$ cat src/logic/adcc_defs.svh
// Purpose: constants of the conversion-cycle controller
// Assumes: 200 MHz system clock
// Notes: times kept in their own unit, cycle counts derived
`ifndef ADCC_DEFS_SVH
`define ADCC_DEFS_SVH

// ----------------------------------------
// clocking
// ----------------------------------------
`define ADCC_CLK_HZ 200000000
`define ADCC_CLK_MHZ 200
`define ADCC_OSC_HZ 307200
`define ADCC_POR_MS 4
`define ADCC_POR_CYCLES (`ADCC_POR_MS * `ADCC_CLK_MHZ * 1000)
`define ADCC_EXT_HALF_US 50
`define ADCC_EXT_CYCLES (`ADCC_EXT_HALF_US * `ADCC_CLK_MHZ)

// ----------------------------------------
// conversion lengths in conversion clock ticks
// ----------------------------------------
`define ADCC_CONV_TICKS_1X 41036
`define ADCC_CONV_TICKS_2X 20556
`define ADCC_CAL_TICKS 1024

// ----------------------------------------
// slave address and configuration layout
// ----------------------------------------
`define ADCC_ADDR_BASE 7'h14
`define ADCC_CFG_RESET 16'h0000
`define ADCC_CFG_SGL 12
`define ADCC_CFG_ODD 11
`define ADCC_CFG_CHAN 8
`define ADCC_CFG_EN2 7
`define ADCC_CFG_TEMP 6
`define ADCC_CFG_REJ 4
`define ADCC_CFG_SPD 3
`define ADCC_CFG_GAIN 0
`define ADCC_MUX_COMMON 3'h4

// ----------------------------------------
// result codes
// ----------------------------------------
`define ADCC_RES_OVER 24'hc0_0000
`define ADCC_RES_UNDER 24'h3f_ffc0

`endif

$ cat src/logic/adcc_pkg.sv
// Purpose: types of the conversion-cycle controller
// Assumes: nothing
// Notes: one-hot state codes
`default_nettype none
package adcc_pkg;
  typedef enum logic [2:0] {
    C_CONV = 3'b001,
    C_SLEEP = 3'b010,
    C_IO = 3'b100
  } adcc_cyc_type;

  typedef enum logic [6:0] {
    B_IDLE = 7'b000_0001,
    B_ADDR = 7'b000_0010,
    B_AACK = 7'b000_0100,
    B_RD = 7'b000_1000,
    B_RACK = 7'b001_0000,
    B_WR = 7'b010_0000,
    B_WACK = 7'b100_0000
  } adcc_bus_type;
endpackage
`default_nettype wire

$ cat src/logic/adcc_core.sv
// Purpose: conversion / sleep / data i/o cycle of a delta-sigma converter behind a two-wire slave
// Assumes: modulator supplies its 17-bit code and range flags at conversion end
// Notes: sda is open drain, sda_oe high pulls the line low
`include "adcc_defs.svh"
`default_nettype none
module adcc_core #(
  parameter int unsigned POR_CYCLES = `ADCC_POR_CYCLES,
  parameter int unsigned EXT_CYCLES = `ADCC_EXT_CYCLES,
  parameter int unsigned CONV_TICKS_1X = `ADCC_CONV_TICKS_1X,
  parameter int unsigned CONV_TICKS_2X = `ADCC_CONV_TICKS_2X,
  parameter int unsigned CAL_TICKS = `ADCC_CAL_TICKS
) (
  input wire logic clk_sys,
  input wire logic nrst,
  input wire logic supply_ok,
  input wire logic conversion_clock_select_pin,
  input wire logic address_select_pin_zero,
  input wire logic address_select_pin_zero_float,
  input wire logic address_select_pin_one,
  input wire logic address_select_pin_one_float,
  input wire logic scl,
  input wire logic sda_i,
  output logic sda_o,
  output logic sda_oe,
  input wire logic [16:0] mod_value,
  input wire logic mod_over,
  input wire logic mod_under,
  output logic [2:0] mux_pos_sel,
  output logic [2:0] mux_neg_sel,
  output logic [1:0] rejection_mode,
  output logic speed_2x,
  output logic temp_select,
  output logic [2:0] gain_code,
  output logic converting,
  output logic calibrating,
  output logic sleeping,
  output logic ext_clock_active
);
  localparam logic [19:0] POR_INIT = 20'(POR_CYCLES);
  localparam logic [13:0] EXT_INIT = 14'(EXT_CYCLES);
  localparam logic [15:0] LEN_1X = 16'(CONV_TICKS_1X - 1);
  localparam logic [15:0] LEN_2X = 16'(CONV_TICKS_2X - 1);
  localparam logic [15:0] CAL_LEN = 16'(CAL_TICKS);
  localparam logic [27:0] OSC_STEP = 28'(`ADCC_OSC_HZ);
  localparam logic [27:0] CLK_MOD = 28'(`ADCC_CLK_HZ);

  // ----------------------------------------
  // input synchronisers
  // ----------------------------------------
  logic [7:0] s;
  logic supply_s, fpin_s, scl_s, sda_s;
  adcc_sync #(.W(8), .INIT(8'b0000_0011)) u_sync (
    .clk_sys(clk_sys),
    .nrst(nrst),
    .d({supply_ok, conversion_clock_select_pin, address_select_pin_zero, address_select_pin_zero_float,
        address_select_pin_one, address_select_pin_one_float, scl, sda_i}),
    .q(s)
  );
  assign supply_s = s[7];
  assign fpin_s = s[6];
  assign scl_s = s[1];
  assign sda_s = s[0];

  logic scl_p_q, sda_p_q, fpin_p_q;
  logic scl_rise, scl_fall, start_det, stop_det, f_rise;
  // ----------------------------------------
  // power-on reset
  // ----------------------------------------
  logic [19:0] por_q;
  logic core_rst;
  always_ff @(posedge clk_sys) begin
    if (!nrst) begin
      por_q <= POR_INIT;
    end else if (!supply_s) begin
      por_q <= POR_INIT;
    end else if (por_q != 20'h0_0000) begin
      por_q <= por_q - 20'h0_0001;
    end
  end
  assign core_rst = !nrst || (por_q != 20'h0_0000);

  always_ff @(posedge clk_sys) begin
    if (core_rst) begin
      scl_p_q <= 1'b1;
      sda_p_q <= 1'b1;
      fpin_p_q <= 1'b0;
    end else begin
      scl_p_q <= scl_s;
      sda_p_q <= sda_s;
      fpin_p_q <= fpin_s;
    end
  end
  // scl only observed, never driven
  assign scl_rise = scl_s && !scl_p_q;
  assign scl_fall = !scl_s && scl_p_q;
  assign start_det = scl_s && scl_p_q && !sda_s && sda_p_q;
  assign stop_det = scl_s && scl_p_q && sda_s && !sda_p_q;
  assign f_rise = fpin_s && !fpin_p_q;

  // ----------------------------------------
  // conversion clock source
  // ----------------------------------------
  logic [13:0] ext_q;
  logic [27:0] acc_q;
  logic [27:0] acc_sum;
  logic osc_tick, conv_tick;
  always_ff @(posedge clk_sys) begin
    if (core_rst) begin
      ext_q <= 14'h0000;
    end else if (f_rise) begin
      ext_q <= EXT_INIT;
    end else if (ext_q != 14'h0000) begin
      ext_q <= ext_q - 14'h0001;
    end
  end
  // fractional accumulator: average rate exact, jitter of one system clock
  assign acc_sum = acc_q + OSC_STEP;
  assign osc_tick = acc_sum >= CLK_MOD;
  always_ff @(posedge clk_sys) begin
    if (core_rst) begin
      acc_q <= 28'h000_0000;
    end else begin
      acc_q <= osc_tick ? acc_sum - CLK_MOD : acc_sum;
    end
  end
  assign ext_clock_active = ext_q != 14'h0000;
  assign conv_tick = ext_clock_active ? f_rise : osc_tick;

  // ----------------------------------------
  // operating cycle
  // ----------------------------------------
  adcc_pkg::adcc_cyc_type cst_q;
  adcc_pkg::adcc_bus_type bus_q;
  logic [15:0] tick_q;
  logic [3:0] bitcnt_q;
  logic [7:0] sh_q;
  logic rw_q;
  logic [23:0] result_q, rd_sh_q;
  logic [4:0] rd_bits_q;
  logic rd_done_q;
  logic conv_done, start_conv, rd_full, addr_ack, addr_ok, wr_byte;
  logic [3:0] acode;
  logic [6:0] my_addr;

  assign conv_done = (cst_q == adcc_pkg::C_CONV) && conv_tick && (tick_q == (speed_2x ? LEN_2X : LEN_1X));
  assign rd_full = (bus_q == adcc_pkg::B_RD) && scl_rise && (rd_bits_q == 5'd23);
  assign start_conv = (stop_det && (cst_q == adcc_pkg::C_IO)) || rd_full;

  always_ff @(posedge clk_sys) begin
    if (core_rst) begin
      cst_q <= adcc_pkg::C_CONV;
    end else begin
      case (cst_q)
        adcc_pkg::C_CONV: if (conv_done) cst_q <= adcc_pkg::C_SLEEP;
        adcc_pkg::C_SLEEP: if (addr_ack) cst_q <= adcc_pkg::C_IO;
        adcc_pkg::C_IO: if (start_conv) cst_q <= adcc_pkg::C_CONV;
        default: cst_q <= adcc_pkg::C_CONV;
      endcase
    end
  end

  always_ff @(posedge clk_sys) begin
    if (core_rst || cst_q != adcc_pkg::C_CONV) begin
      tick_q <= 16'h0000;
    end else if (conv_tick) begin
      tick_q <= tick_q + 16'h0001;
    end
  end
  assign converting = cst_q == adcc_pkg::C_CONV;
  assign sleeping = cst_q == adcc_pkg::C_SLEEP;
  // calibration slice at the head of each conversion, length unchanged
  assign calibrating = converting && (tick_q < CAL_LEN);

  // result latched once per conversion end, then frozen
  always_ff @(posedge clk_sys) begin
    if (core_rst) begin
      result_q <= 24'h00_0000;
    end else if (conv_done) begin
      if (mod_over) begin
        result_q <= `ADCC_RES_OVER;
      end else if (mod_under) begin
        result_q <= `ADCC_RES_UNDER;
      end else begin
        result_q <= {~mod_value[16], mod_value, 6'h00};
      end
    end
  end

  // ----------------------------------------
  // slave address
  // ----------------------------------------
  always_comb begin
    acode = 4'h0;
    acode = acode + (s[4] ? 4'h2 : {3'h0, s[5]});
    acode = acode + 4'h3 * (s[2] ? 4'h2 : {3'h0, s[3]});
  end
  assign my_addr = `ADCC_ADDR_BASE + {3'h0, acode};
  assign addr_ok = (sh_q[7:1] == my_addr) && (cst_q != adcc_pkg::C_CONV);
  assign addr_ack = (bus_q == adcc_pkg::B_ADDR) && scl_fall && (bitcnt_q == 4'h8) && addr_ok;
  assign wr_byte = (bus_q == adcc_pkg::B_WR) && scl_fall && (bitcnt_q == 4'h8);

  // ----------------------------------------
  // two-wire slave engine
  // ----------------------------------------
  always_ff @(posedge clk_sys) begin
    if (core_rst) begin
      sh_q <= 8'h00;
    end else if (scl_rise && (bus_q == adcc_pkg::B_ADDR || bus_q == adcc_pkg::B_WR)) begin
      sh_q <= {sh_q[6:0], sda_s};
    end
  end

  always_ff @(posedge clk_sys) begin
    if (core_rst) begin
      bus_q <= adcc_pkg::B_IDLE;
      bitcnt_q <= 4'h0;
      rw_q <= 1'b0;
      sda_oe <= 1'b0;
    end else if (start_det) begin
      bus_q <= adcc_pkg::B_ADDR;
      bitcnt_q <= 4'h0;
      sda_oe <= 1'b0;
    end else if (stop_det) begin
      bus_q <= adcc_pkg::B_IDLE;
      sda_oe <= 1'b0;
    end else begin
      case (bus_q)
        adcc_pkg::B_ADDR: begin
          if (scl_rise) begin
            bitcnt_q <= bitcnt_q + 4'h1;
          end else if (scl_fall && bitcnt_q == 4'h8) begin
            if (addr_ok) begin
              bus_q <= adcc_pkg::B_AACK;
              sda_oe <= 1'b1;
              rw_q <= sh_q[0];
            end else begin
              bus_q <= adcc_pkg::B_IDLE;
            end
          end
        end
        adcc_pkg::B_AACK: begin
          if (scl_fall) begin
            bitcnt_q <= 4'h0;
            if (rw_q) begin
              bus_q <= adcc_pkg::B_RD;
              sda_oe <= ~rd_sh_q[23];
            end else begin
              bus_q <= adcc_pkg::B_WR;
              sda_oe <= 1'b0;
            end
          end
        end
        adcc_pkg::B_RD: begin
          if (scl_rise) begin
            bitcnt_q <= bitcnt_q + 4'h1;
          end else if (scl_fall) begin
            if (bitcnt_q == 4'h8) begin
              bus_q <= adcc_pkg::B_RACK;
              sda_oe <= 1'b0;
            end else begin
              sda_oe <= ~rd_sh_q[23];
            end
          end
        end
        adcc_pkg::B_RACK: begin
          if (scl_rise && sda_s) begin
            bus_q <= adcc_pkg::B_IDLE;
          end else if (scl_fall) begin
            if (rd_done_q) begin
              bus_q <= adcc_pkg::B_IDLE;
            end else begin
              bus_q <= adcc_pkg::B_RD;
              bitcnt_q <= 4'h0;
              sda_oe <= ~rd_sh_q[23];
            end
          end
        end
        adcc_pkg::B_WR: begin
          if (scl_rise) begin
            bitcnt_q <= bitcnt_q + 4'h1;
          end else if (wr_byte) begin
            bus_q <= adcc_pkg::B_WACK;
            sda_oe <= 1'b1;
          end
        end
        adcc_pkg::B_WACK: begin
          if (scl_fall) begin
            bus_q <= adcc_pkg::B_WR;
            bitcnt_q <= 4'h0;
            sda_oe <= 1'b0;
          end
        end
        default: bus_q <= adcc_pkg::B_IDLE;
      endcase
    end
  end
  assign sda_o = 1'b0;

  // read shifter loads the held result straight away: no pipeline stage
  always_ff @(posedge clk_sys) begin
    if (core_rst) begin
      rd_sh_q <= 24'h00_0000;
      rd_bits_q <= 5'd0;
      rd_done_q <= 1'b0;
    end else if (addr_ack) begin
      rd_sh_q <= result_q;
      rd_bits_q <= 5'd0;
      rd_done_q <= 1'b0;
    end else if (bus_q == adcc_pkg::B_RD && scl_rise) begin
      rd_sh_q <= {rd_sh_q[22:0], 1'b0};
      rd_bits_q <= rd_bits_q + 5'd1;
      if (rd_bits_q == 5'd23) begin
        rd_done_q <= 1'b1;
      end
    end
  end

  // ----------------------------------------
  // configuration word
  // ----------------------------------------
  logic [1:0] byte_idx_q;
  logic [7:0] wr_hi_q;
  logic [15:0] cfg_q;
  always_ff @(posedge clk_sys) begin
    if (core_rst) begin
      byte_idx_q <= 2'd0;
      wr_hi_q <= 8'h00;
      cfg_q <= `ADCC_CFG_RESET;
    end else if (addr_ack) begin
      byte_idx_q <= 2'd0;
    end else if (wr_byte) begin
      if (byte_idx_q != 2'd2) begin
        byte_idx_q <= byte_idx_q + 2'd1;
      end
      if (byte_idx_q == 2'd0) begin
        wr_hi_q <= sh_q;
      end else if (byte_idx_q == 2'd1) begin
        cfg_q[15:8] <= wr_hi_q;
        if (sh_q[`ADCC_CFG_EN2]) begin
          cfg_q[7:0] <= sh_q;
        end
      end
    end
  end

  // settings move to the converter only when a conversion starts
  always_ff @(posedge clk_sys) begin
    if (core_rst) begin
      mux_pos_sel <= 3'h0;
      mux_neg_sel <= 3'h1;
      rejection_mode <= 2'h0;
      speed_2x <= 1'b0;
      temp_select <= 1'b0;
      gain_code <= 3'h0;
    end else if (start_conv) begin
      mux_pos_sel <= {1'b0, cfg_q[`ADCC_CFG_CHAN], cfg_q[`ADCC_CFG_ODD]};
      if (cfg_q[`ADCC_CFG_SGL]) begin
        mux_neg_sel <= `ADCC_MUX_COMMON;
      end else begin
        mux_neg_sel <= {1'b0, cfg_q[`ADCC_CFG_CHAN], ~cfg_q[`ADCC_CFG_ODD]};
      end
      rejection_mode <= cfg_q[`ADCC_CFG_REJ +: 2];
      speed_2x <= cfg_q[`ADCC_CFG_SPD];
      temp_select <= cfg_q[`ADCC_CFG_TEMP];
      gain_code <= cfg_q[`ADCC_CFG_GAIN +: 3];
    end
  end
endmodule
`default_nettype wire

$ cat src/logic/adcc_sync.sv
// Purpose: three-flop input synchroniser, one chain per bit
// Assumes: inputs asynchronous to clk_sys
// Notes: output moves only when flops two and three agree
`default_nettype none
module adcc_sync #(
  parameter int W = 1,
  parameter logic [W-1:0] INIT = '0
) (
  input wire logic clk_sys,
  input wire logic nrst,
  input wire logic [W-1:0] d,
  output logic [W-1:0] q
);
  genvar i;
  generate
    for (i = 0; i < W; i = i + 1) begin : g_bit
      logic [2:0] f_q;
      logic q_q;
      always_ff @(posedge clk_sys) begin
        if (!nrst) begin
          f_q <= {3{INIT[i]}};
          q_q <= INIT[i];
        end else begin
          f_q <= {f_q[1:0], d[i]};
          // glitch filter: only an agreed level passes
          if (f_q[1] == f_q[2]) begin
            q_q <= f_q[2];
          end
        end
      end
      assign q[i] = q_q;
    end
  endgenerate
endmodule
`default_nettype wire

$ cat config.mk
export PLATFORM = sky130hd
export DESIGN_NAME = adcc_core
export DESIGN_NICKNAME = d
export VERILOG_FILES = /design/src/logic/adcc_pkg.sv /design/src/logic/adcc_core.sv /design/src/logic/adcc_sync.sv
export VERILOG_INCLUDE_DIRS = /design/src /design/src/logic
export SDC_FILE = /design/constraint.sdc
export NUM_CORES = 1
export LEC_CHECK = 0
export BUFFER_PORTS_ARGS = -buffer_cell sky130_fd_sc_hd__buf_2
export CAP_MARGIN = 25
export CORE_MARGIN = 2
export CORE_UTILIZATION = 30
export CTS_CLUSTER_DIAMETER = 150
export DETAILED_ROUTE_END_ITERATION = 6
export PLACE_DENSITY = 0.53
export SYNTH_ARGS = -nofsm -noshare
export SYNTH_HDL_FRONTEND = slang
export SYNTH_SLANG_ARGS = --single-unit
$ cat constraint.sdc
create_clock -name clk_sys -period 10.4 [get_ports clk_sys]
set_clock_uncertainty 0.1 [all_clocks]
set_input_delay 3.12 -clock clk_sys [delete_from_list [all_inputs] [get_ports clk_sys]]
set_output_delay 3.12 -clock clk_sys [all_outputs]
set_load 0.005 [all_outputs]
==> summary.log, run 1 <==
[outcome] result of the run completed
[clocking] PostCTS Resize Cnt 0
[logic_synthesis] Yosys cell types 69
[power] P_leak 3.56 nW
[timing] total count of max-transition violations in the final report 0
[timing] Worst-Margin Slew 0.938 ns
[drt] Routed WL per cell 13.2 µm
[floorplanning] Ports 48
[worst_setup_path] Critical Path Source Type register
[drt] DRC errors left 0
[drt] iteration count of the initial detailed-routing pass 5
[worst_setup_path] Arrival @ worst endpoint 2.25 ns
[power] net switching component of the power 348 µW
[worst_setup_path] CP endpoint kind output port
[floorplanning] row count 63
[power] sum of internal, switching and leakage power 1.45 mW
[clocking] number of buffers inserted during clock tree synthesis 17
[logic_synthesis] number of warnings reported in the yosys synthesis log 0
[grt] initial antenna violation count 0
[worst_setup_path] critical-path cell list nor4_1 > nor2b_1 > nand4_1 > or3_1 > buf_2
[worst_setup_path] largest incremental delay on the critical path 0.51 ns
[worst_setup_path] CP startpoint ext_q[5]
[timing] final hold viol count 0
[floorplanning] die width 177 µm
[timing] crit share post-route 0.526
[placed_design] HPWL after DPL 13.3 mm
[placed_design] Placed Area 9520 µm²
[logic_synthesis] Top FF cell, synth dfxtp_1
[grt] maximum number of pins on one net before global-route repair 67
[timing] TNS Setup 0 ns
[power] relative contribution of the clock network to total power 0.464
[grt] GRT Residual Overflow 0
[worst_setup_path] CP required 7.18 ns
[worst_setup_path] critical path start-end classification register to output port
[power] largest voltage drop on the vdd net 106 µV
[logic_synthesis] combined area of all synthesized cells 8930 µm²
[floorplanning] die boundary height 177 µm
[clocking] deepest level of the CTS H-tree 4
[drt] wire length after detailed routing 19.6 mm
[clocking] root buffer cell clkbuf_16
[layout] final cell area excluding filler cells 10100 µm²
[power] power per cell area 143 nW/µm²
[worst_setup_path] reg-to-reg startpoint u_sync.g_bit[2].q_q
[worst_setup_path] slowest CP cell or3_1
[logic_synthesis] largest area contributor in the netlist dfxtp_1
[timing] setup repair after global routing missed its margin false
[worst_setup_path] peak fanout along the critical path 12
[hold_path] worst min path class register to register
[logic_synthesis] count of flip-flops with a built-in enable after synthesis 0
[worst_setup_path] endpoint of the worst setup timing path ext_clock_active
[layout] Diodes inserted 0
[layout] Layout Cells excl Fill 1484
[grt] first-pass GRT wire length 33.2 mm
[worst_setup_path] worst-case register-to-register setup slack 5.88 ns
[layout] count of filler cells inserted in the layout 3122
[drt] number of design-rule violations left by the first detailed-router iteration 386
[floorplanning] die outline area 31200 µm²
[logic_synthesis] fraction of synthesized cell area taken by the top area cell type 0.442
[power] part of the total power dissipated in combinational logic 0.011
[clocking] number of buffers inserted for hold repair after clock tree synthesis 0
[grt] GRT Util Overall 0.130
[layout] share of post-route cells with drive strength above 1 0.0896
[layout] Total Nets Final 1127
[timing] Tmin final 5.47 ns
[power] fraction of power consumed by sequential logic 0.525
[logic_synthesis] async set or reset register ratio after synthesis 0
[clocking] clk slew on worst S/H paths 0.08 ns
[drt] antenna-violating nets left 0
[clocking] clock tree from TritonCTS yes
[run] number of maximum-capacitance violations 0
[clocking] worst skew pair latency 0.44 ns
[layout] area growth from synthesis to final layout 13.5%
[timing] remaining max-slew budget at the tightest pin 0.374
[placed_design] routability cong. 0.821
[worst_setup_path] reg2reg path depth 15
[logic_synthesis] synthesized area per cell 8.43 µm²
[logic_synthesis] flip-flop and latch count after synthesis 197
[grt] number of global-route vias before repair 6721
[drt] detail-routed via count per cell 4.83
[floorplanning] core area 29500 µm²
[clocking] buffers from clock root to sink, at most 2
[clocking] number of buffers inserted to repair setup after CTS 0
[power] fraction of power spent switching nets 0.241
[drt] Vias 7165
[layout] FF+latch area 3940 µm²
[logic_synthesis] sequential area share after synthesis 0.442
[logic_synthesis] most used standard cells in the synthesized netlist 197 x dfxtp_1, 152 x nor2_1, 123 x nand2_1
[logic_synthesis] most frequently used cell type in the post-synthesis netlist dfxtp_1
[worst_setup_path] Worst R2R End rd_bits_q[3]
[timing] final number of setup-violating endpoints 0
[clocking] total clock sinks 197
[timing] Max Clock Freq 0.183 GHz
[placed_design] Placed Instances 1452
[logic_synthesis] instance count of the mapped netlist 1059
[placed_design] count of input and output buffers 45
[floorplanning] Initial Util 0.303
[layout] footprint of the multi-input gates 4710 µm²
[logic_synthesis] leading post-synthesis cells by cell area dfxtp_1 44%, nor2_1 6.4%, nand2_1 5.2%, xnor2_1 4.3%, a21oi_1 4.0%
[power] internal power contribution 1.10 mW
## registers in the layout, indices dropped and copies added (netlist names), 4 cells and up
| register | flops |
|---|---|
| bitcnt_q | 4 |
| u_sync.g_bit.f_q | 24 |
| u_sync.g_bit.q_q | 8 |
| acc_q | 19 |
| rd_bits_q | 5 |
| ext_q | 14 |
| result_q | 18 |
| sh_q | 8 |
| rd_sh_q | 18 |
| bus_q | 7 |
| cfg_q | 10 |
| tick_q | 16 |
| por_q | 20 |
## worst min-delay path by stage
stage	cells after the start	endpoint	slack [ns]	from
2_1_floorplan	1	u_sync.g_bit[0].f_q[1]	0.29	u_sync.g_bit[0].f_q[0]
3_3_place_gp	1	u_sync.g_bit[1].f_q[1]	0.30	u_sync.g_bit[1].f_q[0]
3_5_place_dp	1	u_sync.g_bit[1].f_q[1]	0.29	u_sync.g_bit[1].f_q[0]
4_1_cts	1	u_sync.g_bit[1].f_q[1]	0.32	u_sync.g_bit[1].f_q[0]
5_1_grt	1	u_sync.g_bit[1].f_q[1]	0.34	u_sync.g_bit[1].f_q[0]
6_report	1	u_sync.g_bit[1].f_q[1]	0.31	u_sync.g_bit[1].f_q[0]
## worst max-delay path: cells and delay by family (launching register included)
family	cells	cell delay [ns]
flip-flops	1	0.34
AND/OR/NAND/NOR	4	1.26
buffers and inverters	1	0.20
## power groups by stage
stage | Combinational, mW | Clock (mW) | Sequential [mW]
finish | 0.0154 | 0.671 | 0.759
global route | 0.0181 | 0.723 | 0.759
CTS | 0.0158 | 0.694 | 0.759
detailed placement | 0.0158 | 0 | 0.777
global placement | 0.0155 | 0 | 0.777
floorplan | 0.00844 | 0 | 0.776
## kinds of logic (layout without fill, tap and decap cells)
family,Yosys count,in the layout,synth area share
other cells,1,2,0.000420
simple gates,464,464,0.248
buf+inv,72,106,0.0322
mux,28,28,0.0314
compound gates,206,206,0.150
flops,197,197,0.442
xor+xnor,74,74,0.0726
fa+ha+maj,17,17,0.0238
## stage by stage
| step | setup slack [ns] | hold slack [ns] | util |
|---|---|---|---|
| floorplan | 5.69 | 0.286 | - |
| global placement | 5.41 | 0.296 | 0.322 |
| detailed placement | 5.36 | 0.295 | 0.323 |
| CTS | 4.92 | 0.316 | 0.344 |
| global route | 4.77 | 0.336 | 0.344 |
| finish | 4.93 | 0.313 | 0.344 |
## layout by cell type, fill, tap and decap left out, types with 19 or more instances in the layout
cell	count
a21oi_1	71
mux2i_1	28
nand3_1	27
and2_1	24
buf_2	45
nand2_1	122
xor2_1	30
dfxtp_1	197
nand2b_1	19
nor2_1	152
inv_1	22
xnor2_1	44
or3_1	30
o21ai_0	51
## area by class of cell
class / instances / area share
clock buffer: 18 / 0.0434
clock inverter: 14 / 0.0168
inverter: 22 / 0.00815
multi-input combinational: 791 / 0.465
sequential: 197 / 0.389
tap: 390 / 0.0482
timing repair buffer: 52 / 0.0294
## routing by layer
metal  share of wire  GRT usage  vias up
li1                -          -     3711
met1            0.50      0.177     3354
met2            0.46      0.211       87
met3           0.029     0.0265       13
met4           0.010     0.0334        0
met5               0          0        -
Note: power is estimated with default switching activity, not from simulation.
==> run 2, diff against run 1 <==
Clock period 10.4 ns to 5.2 ns, I/O delays scaled along.
==> run 2 against run 1 <==
Compared with the run above:
- critical path depth increased by 6
- sequential power increased by 100%
- register-to-register slack lost 4.7 ns
- combinational power grew 100%
- critical path type is now register to register
- highest routed layer unchanged
==> summary.log, run 2 (synthesis results as in run 1) <==
[outcome] result of the run completed
[drt] wire length after detailed routing 19.6 mm [+0.14%]
[drt] Routed WL per cell 13.2 µm [about the same]
[floorplanning] core area 29500 µm² [unchanged]
[worst_setup_path] CP required 5.47 ns [-1.71 ns]
[clocking] total clock sinks 197 [unchanged]
[hold_path] worst min path class register to register
[clocking] root buffer cell clkbuf_16
[layout] top library cells by usage in the layout, fill and taps aside 197 x dfxtp_1, 152 x nor2_1, 122 x nand2_1
[grt] first-pass GRT wire length 33.1 mm [-0.19%]
[timing] final hold viol count 0 [unchanged]
[layout] Diodes inserted 0 [unchanged]
[drt] antenna-violating nets left 0 [unchanged]
[power] sum of internal, switching and leakage power 2.82 mW [+95%]
[power] net switching component of the power 648 µW [+86%]
[grt] number of global-route vias before repair 6704 [-0.25%]
[clocking] worst skew pair latency 0.44 ns [about the same]
[worst_setup_path] Arrival @ worst endpoint 4.27 ns [+2.02 ns]
[layout] flip-flop count of the largest register after layout 24 [unchanged]
[layout] register with the most flip-flops u_sync.g_bit.f_q
[layout] area growth from synthesis to final layout 13.0%
[power] fraction of power spent switching nets 0.230 [-0.0107]
[clocking] clock tree from TritonCTS yes
[drt] Top Metal Used met4
[timing] Tmin final 4.00 ns
[grt] GRT Residual Overflow 0 [unchanged]
[timing] total count of max-transition violations in the final report 0 [unchanged]
[drt] DRT met1 WL 10.1 mm [+2.0%]
[power] fraction of power consumed by sequential logic 0.538 [+0.013]
[clocking] PostCTS Resize Cnt 0 [unchanged]
[worst_setup_path] reg2reg path depth 11 [-4]
[clocking] clk slew on worst S/H paths 0.08 ns [about the same]
[layout] most common cell after layout, fill and taps aside dfxtp_1
[worst_setup_path] reg-to-reg startpoint acc_q[12]
[power] power per cell area 280 nW/µm² [+96%]
[floorplanning] die outline area 31200 µm² [unchanged]
[drt] detail-routed via count per cell 4.81 [-0.36%]
[drt] number of design-rule violations left by the first detailed-router iteration 451 [+17%]
[timing] final number of setup-violating endpoints 0 [unchanged]
[worst_setup_path] worst-case register-to-register setup slack 1.20 ns [-4.68 ns]
[power] part of the total power dissipated in combinational logic 0.011 [about the same]
[timing] Max Clock Freq 0.250 GHz
[layout] share of post-route cells with drive strength above 1 0.0895 [about the same]
[worst_setup_path] Worst R2R End result_q[15]
[placed_design] count of input and output buffers 45 [unchanged]
[timing] crit share post-route 0.769
[drt] DRC errors left 0 [unchanged]
[grt] GRT Util Overall 0.130 [-0.000630]
[worst_setup_path] peak fanout along the critical path 35 [+23]
[layout] Total Nets Final 1128 [+0.089%]
[power] internal power contribution 2.17 mW [+98%]
[hold_path] startpoint of the worst hold path u_sync.g_bit[1].f_q[0]
[drt] detailed route wirelength on metal3 618 µm [+7.9%]
[worst_setup_path] CP startpoint acc_q[12]
[hold_path] number of stages on the worst hold path 1 [unchanged]
[floorplanning] die boundary height 177 µm [unchanged]
[floorplanning] Initial Util 0.303 [unchanged]
[power] largest voltage drop on the vdd net 220 µV [+110%]
[floorplanning] die width 177 µm [unchanged]
[drt] met2 wire length 8.65 mm [-3.4%]
[timing] remaining max-slew budget at the tightest pin 0.389 [+0.0149]
[power] relative contribution of the clock network to total power 0.451 [-0.013]
[placed_design] HPWL after DPL 13.3 mm [about the same]
[clocking] number of buffers inserted during clock tree synthesis 17 [unchanged]
[worst_setup_path] CP endpoint kind register
[clocking] deepest level of the CTS H-tree 4 [unchanged]
[grt] maximum number of pins on one net before global-route repair 64 [-4.5%]
[placed_design] routability cong. 0.826 [+0.54%]
[timing] setup repair after global routing missed its margin false
[floorplanning] row count 63 [unchanged]
[drt] Vias 7144 [-0.29%]
[timing] TNS Setup 0 ns [unchanged]
[clocking] buffers from clock root to sink, at most 2 [unchanged]
[run] number of maximum-capacitance violations 0 [unchanged]
[worst_setup_path] critical path start-end classification register to register
[timing] Worst-Margin Slew 0.916 ns [-0.0223 ns]
[grt] initial antenna violation count 0 [unchanged]
[hold_path] terminating pin of the worst hold path u_sync.g_bit[1].f_q[1]
[floorplanning] Ports 48 [unchanged]
[clocking] number of buffers inserted to repair setup after CTS 0 [unchanged]
[placed_design] Placed Instances 1453 [+0.069%]
[clocking] number of buffers inserted for hold repair after clock tree synthesis 0 [unchanged]
[worst_setup_path] Critical Path Source Type register
[power] P_leak 3.53 nW [-0.61%]
[layout] Layout Cells excl Fill 1485 [+0.067%]
[layout] biggest registers after layout u_sync.g_bit.f_q: 24 flops, por_q: 20 flops, acc_q: 19 flops
[drt] iteration count of the initial detailed-routing pass 5 [unchanged]
==> run 2: through the flow <==
| step | util | area, µm² | hold slack [ns] | worst slack [ns] |
|---|---|---|---|---|
| 5_1_grt | 0.342 | 10100 | 0.348 | 0.764 |
| 3_3_place_gp | 0.322 | 9500 | 0.291 | 1.31 |
| 2_1_floorplan | - | 8930 | 0.286 | 1.86 |
| 4_1_cts | 0.342 | 10100 | 0.316 | 1.18 |
| 3_5_place_dp | 0.323 | 9530 | 0.297 | 1.20 |
| 6_report | 0.342 | 10100 | 0.311 | 1.20 |
==> run 2: cell type report <==
class	instances	area (µm²)
clock buffers	19	443
flip-flops and latches	197	3940
fillers	3086	19400
well taps	390	488
multi-input cells	791	4710
clock inverters	13	115
repair buffers	53	305
inverters	22	82.6
==> run 2: how the worst max path moves through the flow <==
| stage | end | slack [ns] | depth (start not counted) |
|---|---|---|---|
| floorplan | rd_sh_q[6] | 1.86 | 15 |
| global placement | result_q[9] | 1.31 | 11 |
| detailed placement | result_q[6] | 1.20 | 11 |
| CTS | ext_clock_active | 1.18 | 5 |
| global route | result_q[9] | 0.76 | 11 |
| finish | result_q[15] | 1.20 | 11 |
==> run 2: metal layers <==
layer,track usage,vias up
li1,-,3709
met1,0.179,3329
met2,0.204,91
met3,0.0256,15
met4,0.0399,0
met5,0,-
==> run 2: power by group through the flow <==
stage	clock network, mW	registers, mW	logic (mW)
4_1_cts	1.31	1.52	0.0324
5_1_grt	1.36	1.52	0.0361
2_1_floorplan	0	1.55	0.0169
6_report	1.27	1.52	0.0315
3_3_place_gp	0	1.55	0.0322
3_5_place_dp	0	1.55	0.0323
==> run 2: worst max-delay path, stage by stage (launching register included) <==
cell	delay, ns
dfxtp_1	0.45
inv_1	0.09
ha_1	0.29
nand2b_1	0.28
a21oi_2	0.43
a41o_1	0.23
a31o_2	0.20
nand3_1	0.17
a211oi_4	0.53
o2111ai_4	0.51
or3_1	0.50
a21oi_1	0.14
==> run 3, diff against run 2 <==
Clock period 5.2 ns to 4.05 ns, I/O delays scaled along.
==> run 3 against run 2 <==
Compared with the run above:
- global-route usage up 0.14 points
- critical path depth down 6
- via count up 0.56%
- clock power up 31%
- count of clock-buffer cells in the layout down 2
- hold slack worse by 0.0033 ns
- combinational power up 29%
- final area up 0.51%
- wire length up 0.32%
==> summary.log, run 3 (synthesis results as in run 1) <==
[timing] Max Clock Freq 0.269 GHz
[worst_setup_path] critical-path cell list nor4_1 > nor2b_1 > nand4_1 > or3_1 > buf_2
[timing] final hold viol count 0 [unchanged]
[worst_setup_path] largest incremental delay on the critical path 0.56 ns [+0.03 ns]
[floorplanning] core area 29500 µm² [unchanged]
[timing] setup repair after global routing missed its margin false
[worst_setup_path] Critical Path Source Type register
[layout] share of post-route cells with drive strength above 1 0.0980 [+0.00851]
[outcome] result of the run completed
[drt] number of design-rule violations left by the first detailed-router iteration 471 [+4.4%]
[worst_setup_path] slowest CP cell or3_1
[clocking] clk slew on worst S/H paths 0.07 ns [about the same]
[layout] biggest registers after layout u_sync.g_bit.f_q: 24 flops, por_q: 20 flops, acc_q: 19 flops
[layout] most common cell after layout, fill and taps aside dfxtp_1
[drt] wire length after detailed routing 19.7 mm [+0.32%]
[hold_path] terminating pin of the worst hold path u_sync.g_bit[1].f_q[1]
[worst_setup_path] CP required 2.73 ns [-2.74 ns]
[drt] detail-routed via count per cell 4.82 [about the same]
[worst_setup_path] reg2reg path depth 12 [+1]
[layout] end-of-flow core utilization 0.344 [+0.00174]
[worst_setup_path] critical path start-end classification register to output port
[floorplanning] Ports 48 [unchanged]
[layout] flip-flop count of the largest register after layout 24 [unchanged]
[worst_setup_path] peak fanout along the critical path 12 [-66%]
[clocking] deepest level of the CTS H-tree 4 [unchanged]
[drt] Routed WL per cell 13.2 µm [-0.15%]
[timing] remaining max-slew budget at the tightest pin 0.426 [+0.0370]
[grt] initial antenna violation count 0 [unchanged]
[drt] DRC errors left 0 [unchanged]
[worst_setup_path] Arrival @ worst endpoint 2.40 ns [-1.87 ns]
[layout] top library cells by usage in the layout, fill and taps aside 197 x dfxtp_1, 152 x nor2_1, 122 x nand2_1
[placed_design] count of input and output buffers 45 [unchanged]
[floorplanning] Initial Util 0.303 [unchanged]
[grt] GRT Residual Overflow 0 [unchanged]
[worst_setup_path] reg-to-reg startpoint acc_q[12]
[layout] Diodes inserted 0 [unchanged]
[clocking] total clock sinks 197 [unchanged]
[worst_setup_path] Worst R2R End tick_q[9]
[timing] final number of setup-violating endpoints 0 [unchanged]
[placed_design] Placed Instances 1460 [+0.48%]
[clocking] worst skew pair latency 0.45 ns [about the same]
[clocking] number of buffers inserted to repair setup after CTS 0 [unchanged]
[clocking] number of buffers inserted during clock tree synthesis 17 [unchanged]
[layout] Total Nets Final 1135 [+0.62%]
[layout] Layout Cells excl Fill 1492 [+0.47%]
[hold_path] startpoint of the worst hold path u_sync.g_bit[1].f_q[0]
[timing] total count of max-transition violations in the final report 0 [unchanged]
[grt] number of global-route vias before repair 6458 [-3.7%]
[timing] crit share post-route 0.917
[floorplanning] die boundary height 177 µm [unchanged]
[hold_path] number of stages on the worst hold path 1 [unchanged]
[layout] register with the most flip-flops u_sync.g_bit.f_q
[timing] Tmin final 3.71 ns
[power] P_leak 3.56 nW [+0.78%]
[floorplanning] die outline area 31200 µm² [unchanged]
[grt] first-pass GRT wire length 33.0 mm [-0.25%]
[layout] area growth from synthesis to final layout 13.5%
[floorplanning] die width 177 µm [unchanged]
[power] power per cell area 360 nW/µm² [+29%]
[run] number of maximum-capacitance violations 0 [unchanged]
[timing] worst hold slack 0.308 ns [-0.00329 ns]
[hold_path] worst min path class register to register
[grt] GRT Util Overall 0.131 [+0.00141]
[clocking] clock tree from TritonCTS yes
[timing] Worst-Margin Slew 0.861 ns [-0.0555 ns]
[drt] Vias 7184 [+0.56%]
[clocking] buffers from clock root to sink, at most 2 [unchanged]
[timing] TNS Setup 0 ns [unchanged]
[worst_setup_path] CP endpoint kind output port
[floorplanning] row count 63 [unchanged]
[worst_setup_path] worst-case register-to-register setup slack 0.35 ns [-0.85 ns]
[power] sum of internal, switching and leakage power 3.64 mW [+29%]
[drt] iteration count of the initial detailed-routing pass 5 [unchanged]
[placed_design] HPWL after DPL 13.6 mm [+1.9%]
[clocking] root buffer cell clkbuf_16
[drt] antenna-violating nets left 0 [unchanged]
[power] largest voltage drop on the vdd net 281 µV [+28%]
[grt] maximum number of pins on one net before global-route repair 49 [-23%]
[placed_design] routability cong. 0.833 [+0.84%]
-- run 3: final cells by class --
type                            count  area, µm²
Clock inverter                     15        139
Timing Repair Buffer               60        338
Multi-Input combinational cell    791       4720
Clock buffer                       17        425
Fill cell                        3157      19300
Tap cell                          390        488
Sequential cell                   197       3940
Inverter                           22       82.6
-- run 3: metal layers --
metal	share of wire	global-route usage
met1	0.51	0.186
met2	0.43	0.193
met3	0.037	0.0301
met4	0.018	0.0492
met5	0	0
-- run 3: worst max path at each step --
| stage | startpoint | end | slack, ns | cells after the start |
|---|---|---|---|---|
| final | ext_q[5] | ext_clock_active | 0.34 | 5 |
| after global routing | acc_q[12] | tick_q[15] | 0.05 | 12 |
| after CTS | acc_q[12] | tick_q[9] | 0.21 | 12 |
| after detailed placement | acc_q[12] | tick_q[15] | 0.21 | 12 |
| after global placement | acc_q[12] | tick_q[9] | 0.34 | 12 |
| after floorplan | u_sync.g_bit[2].q_q | rd_sh_q[6] | 0.71 | 15 |
-- run 3: power by group --
group	internal, mW	total, mW	switching (mW)
Combinational	0.0192	0.0407	0.0215
Sequential	1.94	1.95	0.00376
Clock	0.815	1.66	0.840
Total	2.78	3.64	0.865
-- run 3: per-stage QoR --
stage | instance area (µm²) | worst slack (ns)
floorplan | 8930 | 0.706
global placement | 9560 | 0.343
detailed placement | 9560 | 0.207
CTS | 10100 | 0.213
global route | 10100 | 0.0526
finish | 10100 | 0.337
-- run 3: timing repair --
item | 4_1_cts | 5_1_grt
resized for setup | 0 | 2
endpoints found under the setup margin | 0 | 25
hold buffers | 0 | 0
-- run 3: worst max-delay path: cells and delay by family (launching register included) --
family        cells  cell delay [ns]
simple gates      4             1.35
flops             1             0.34
buf+inv           1             0.25
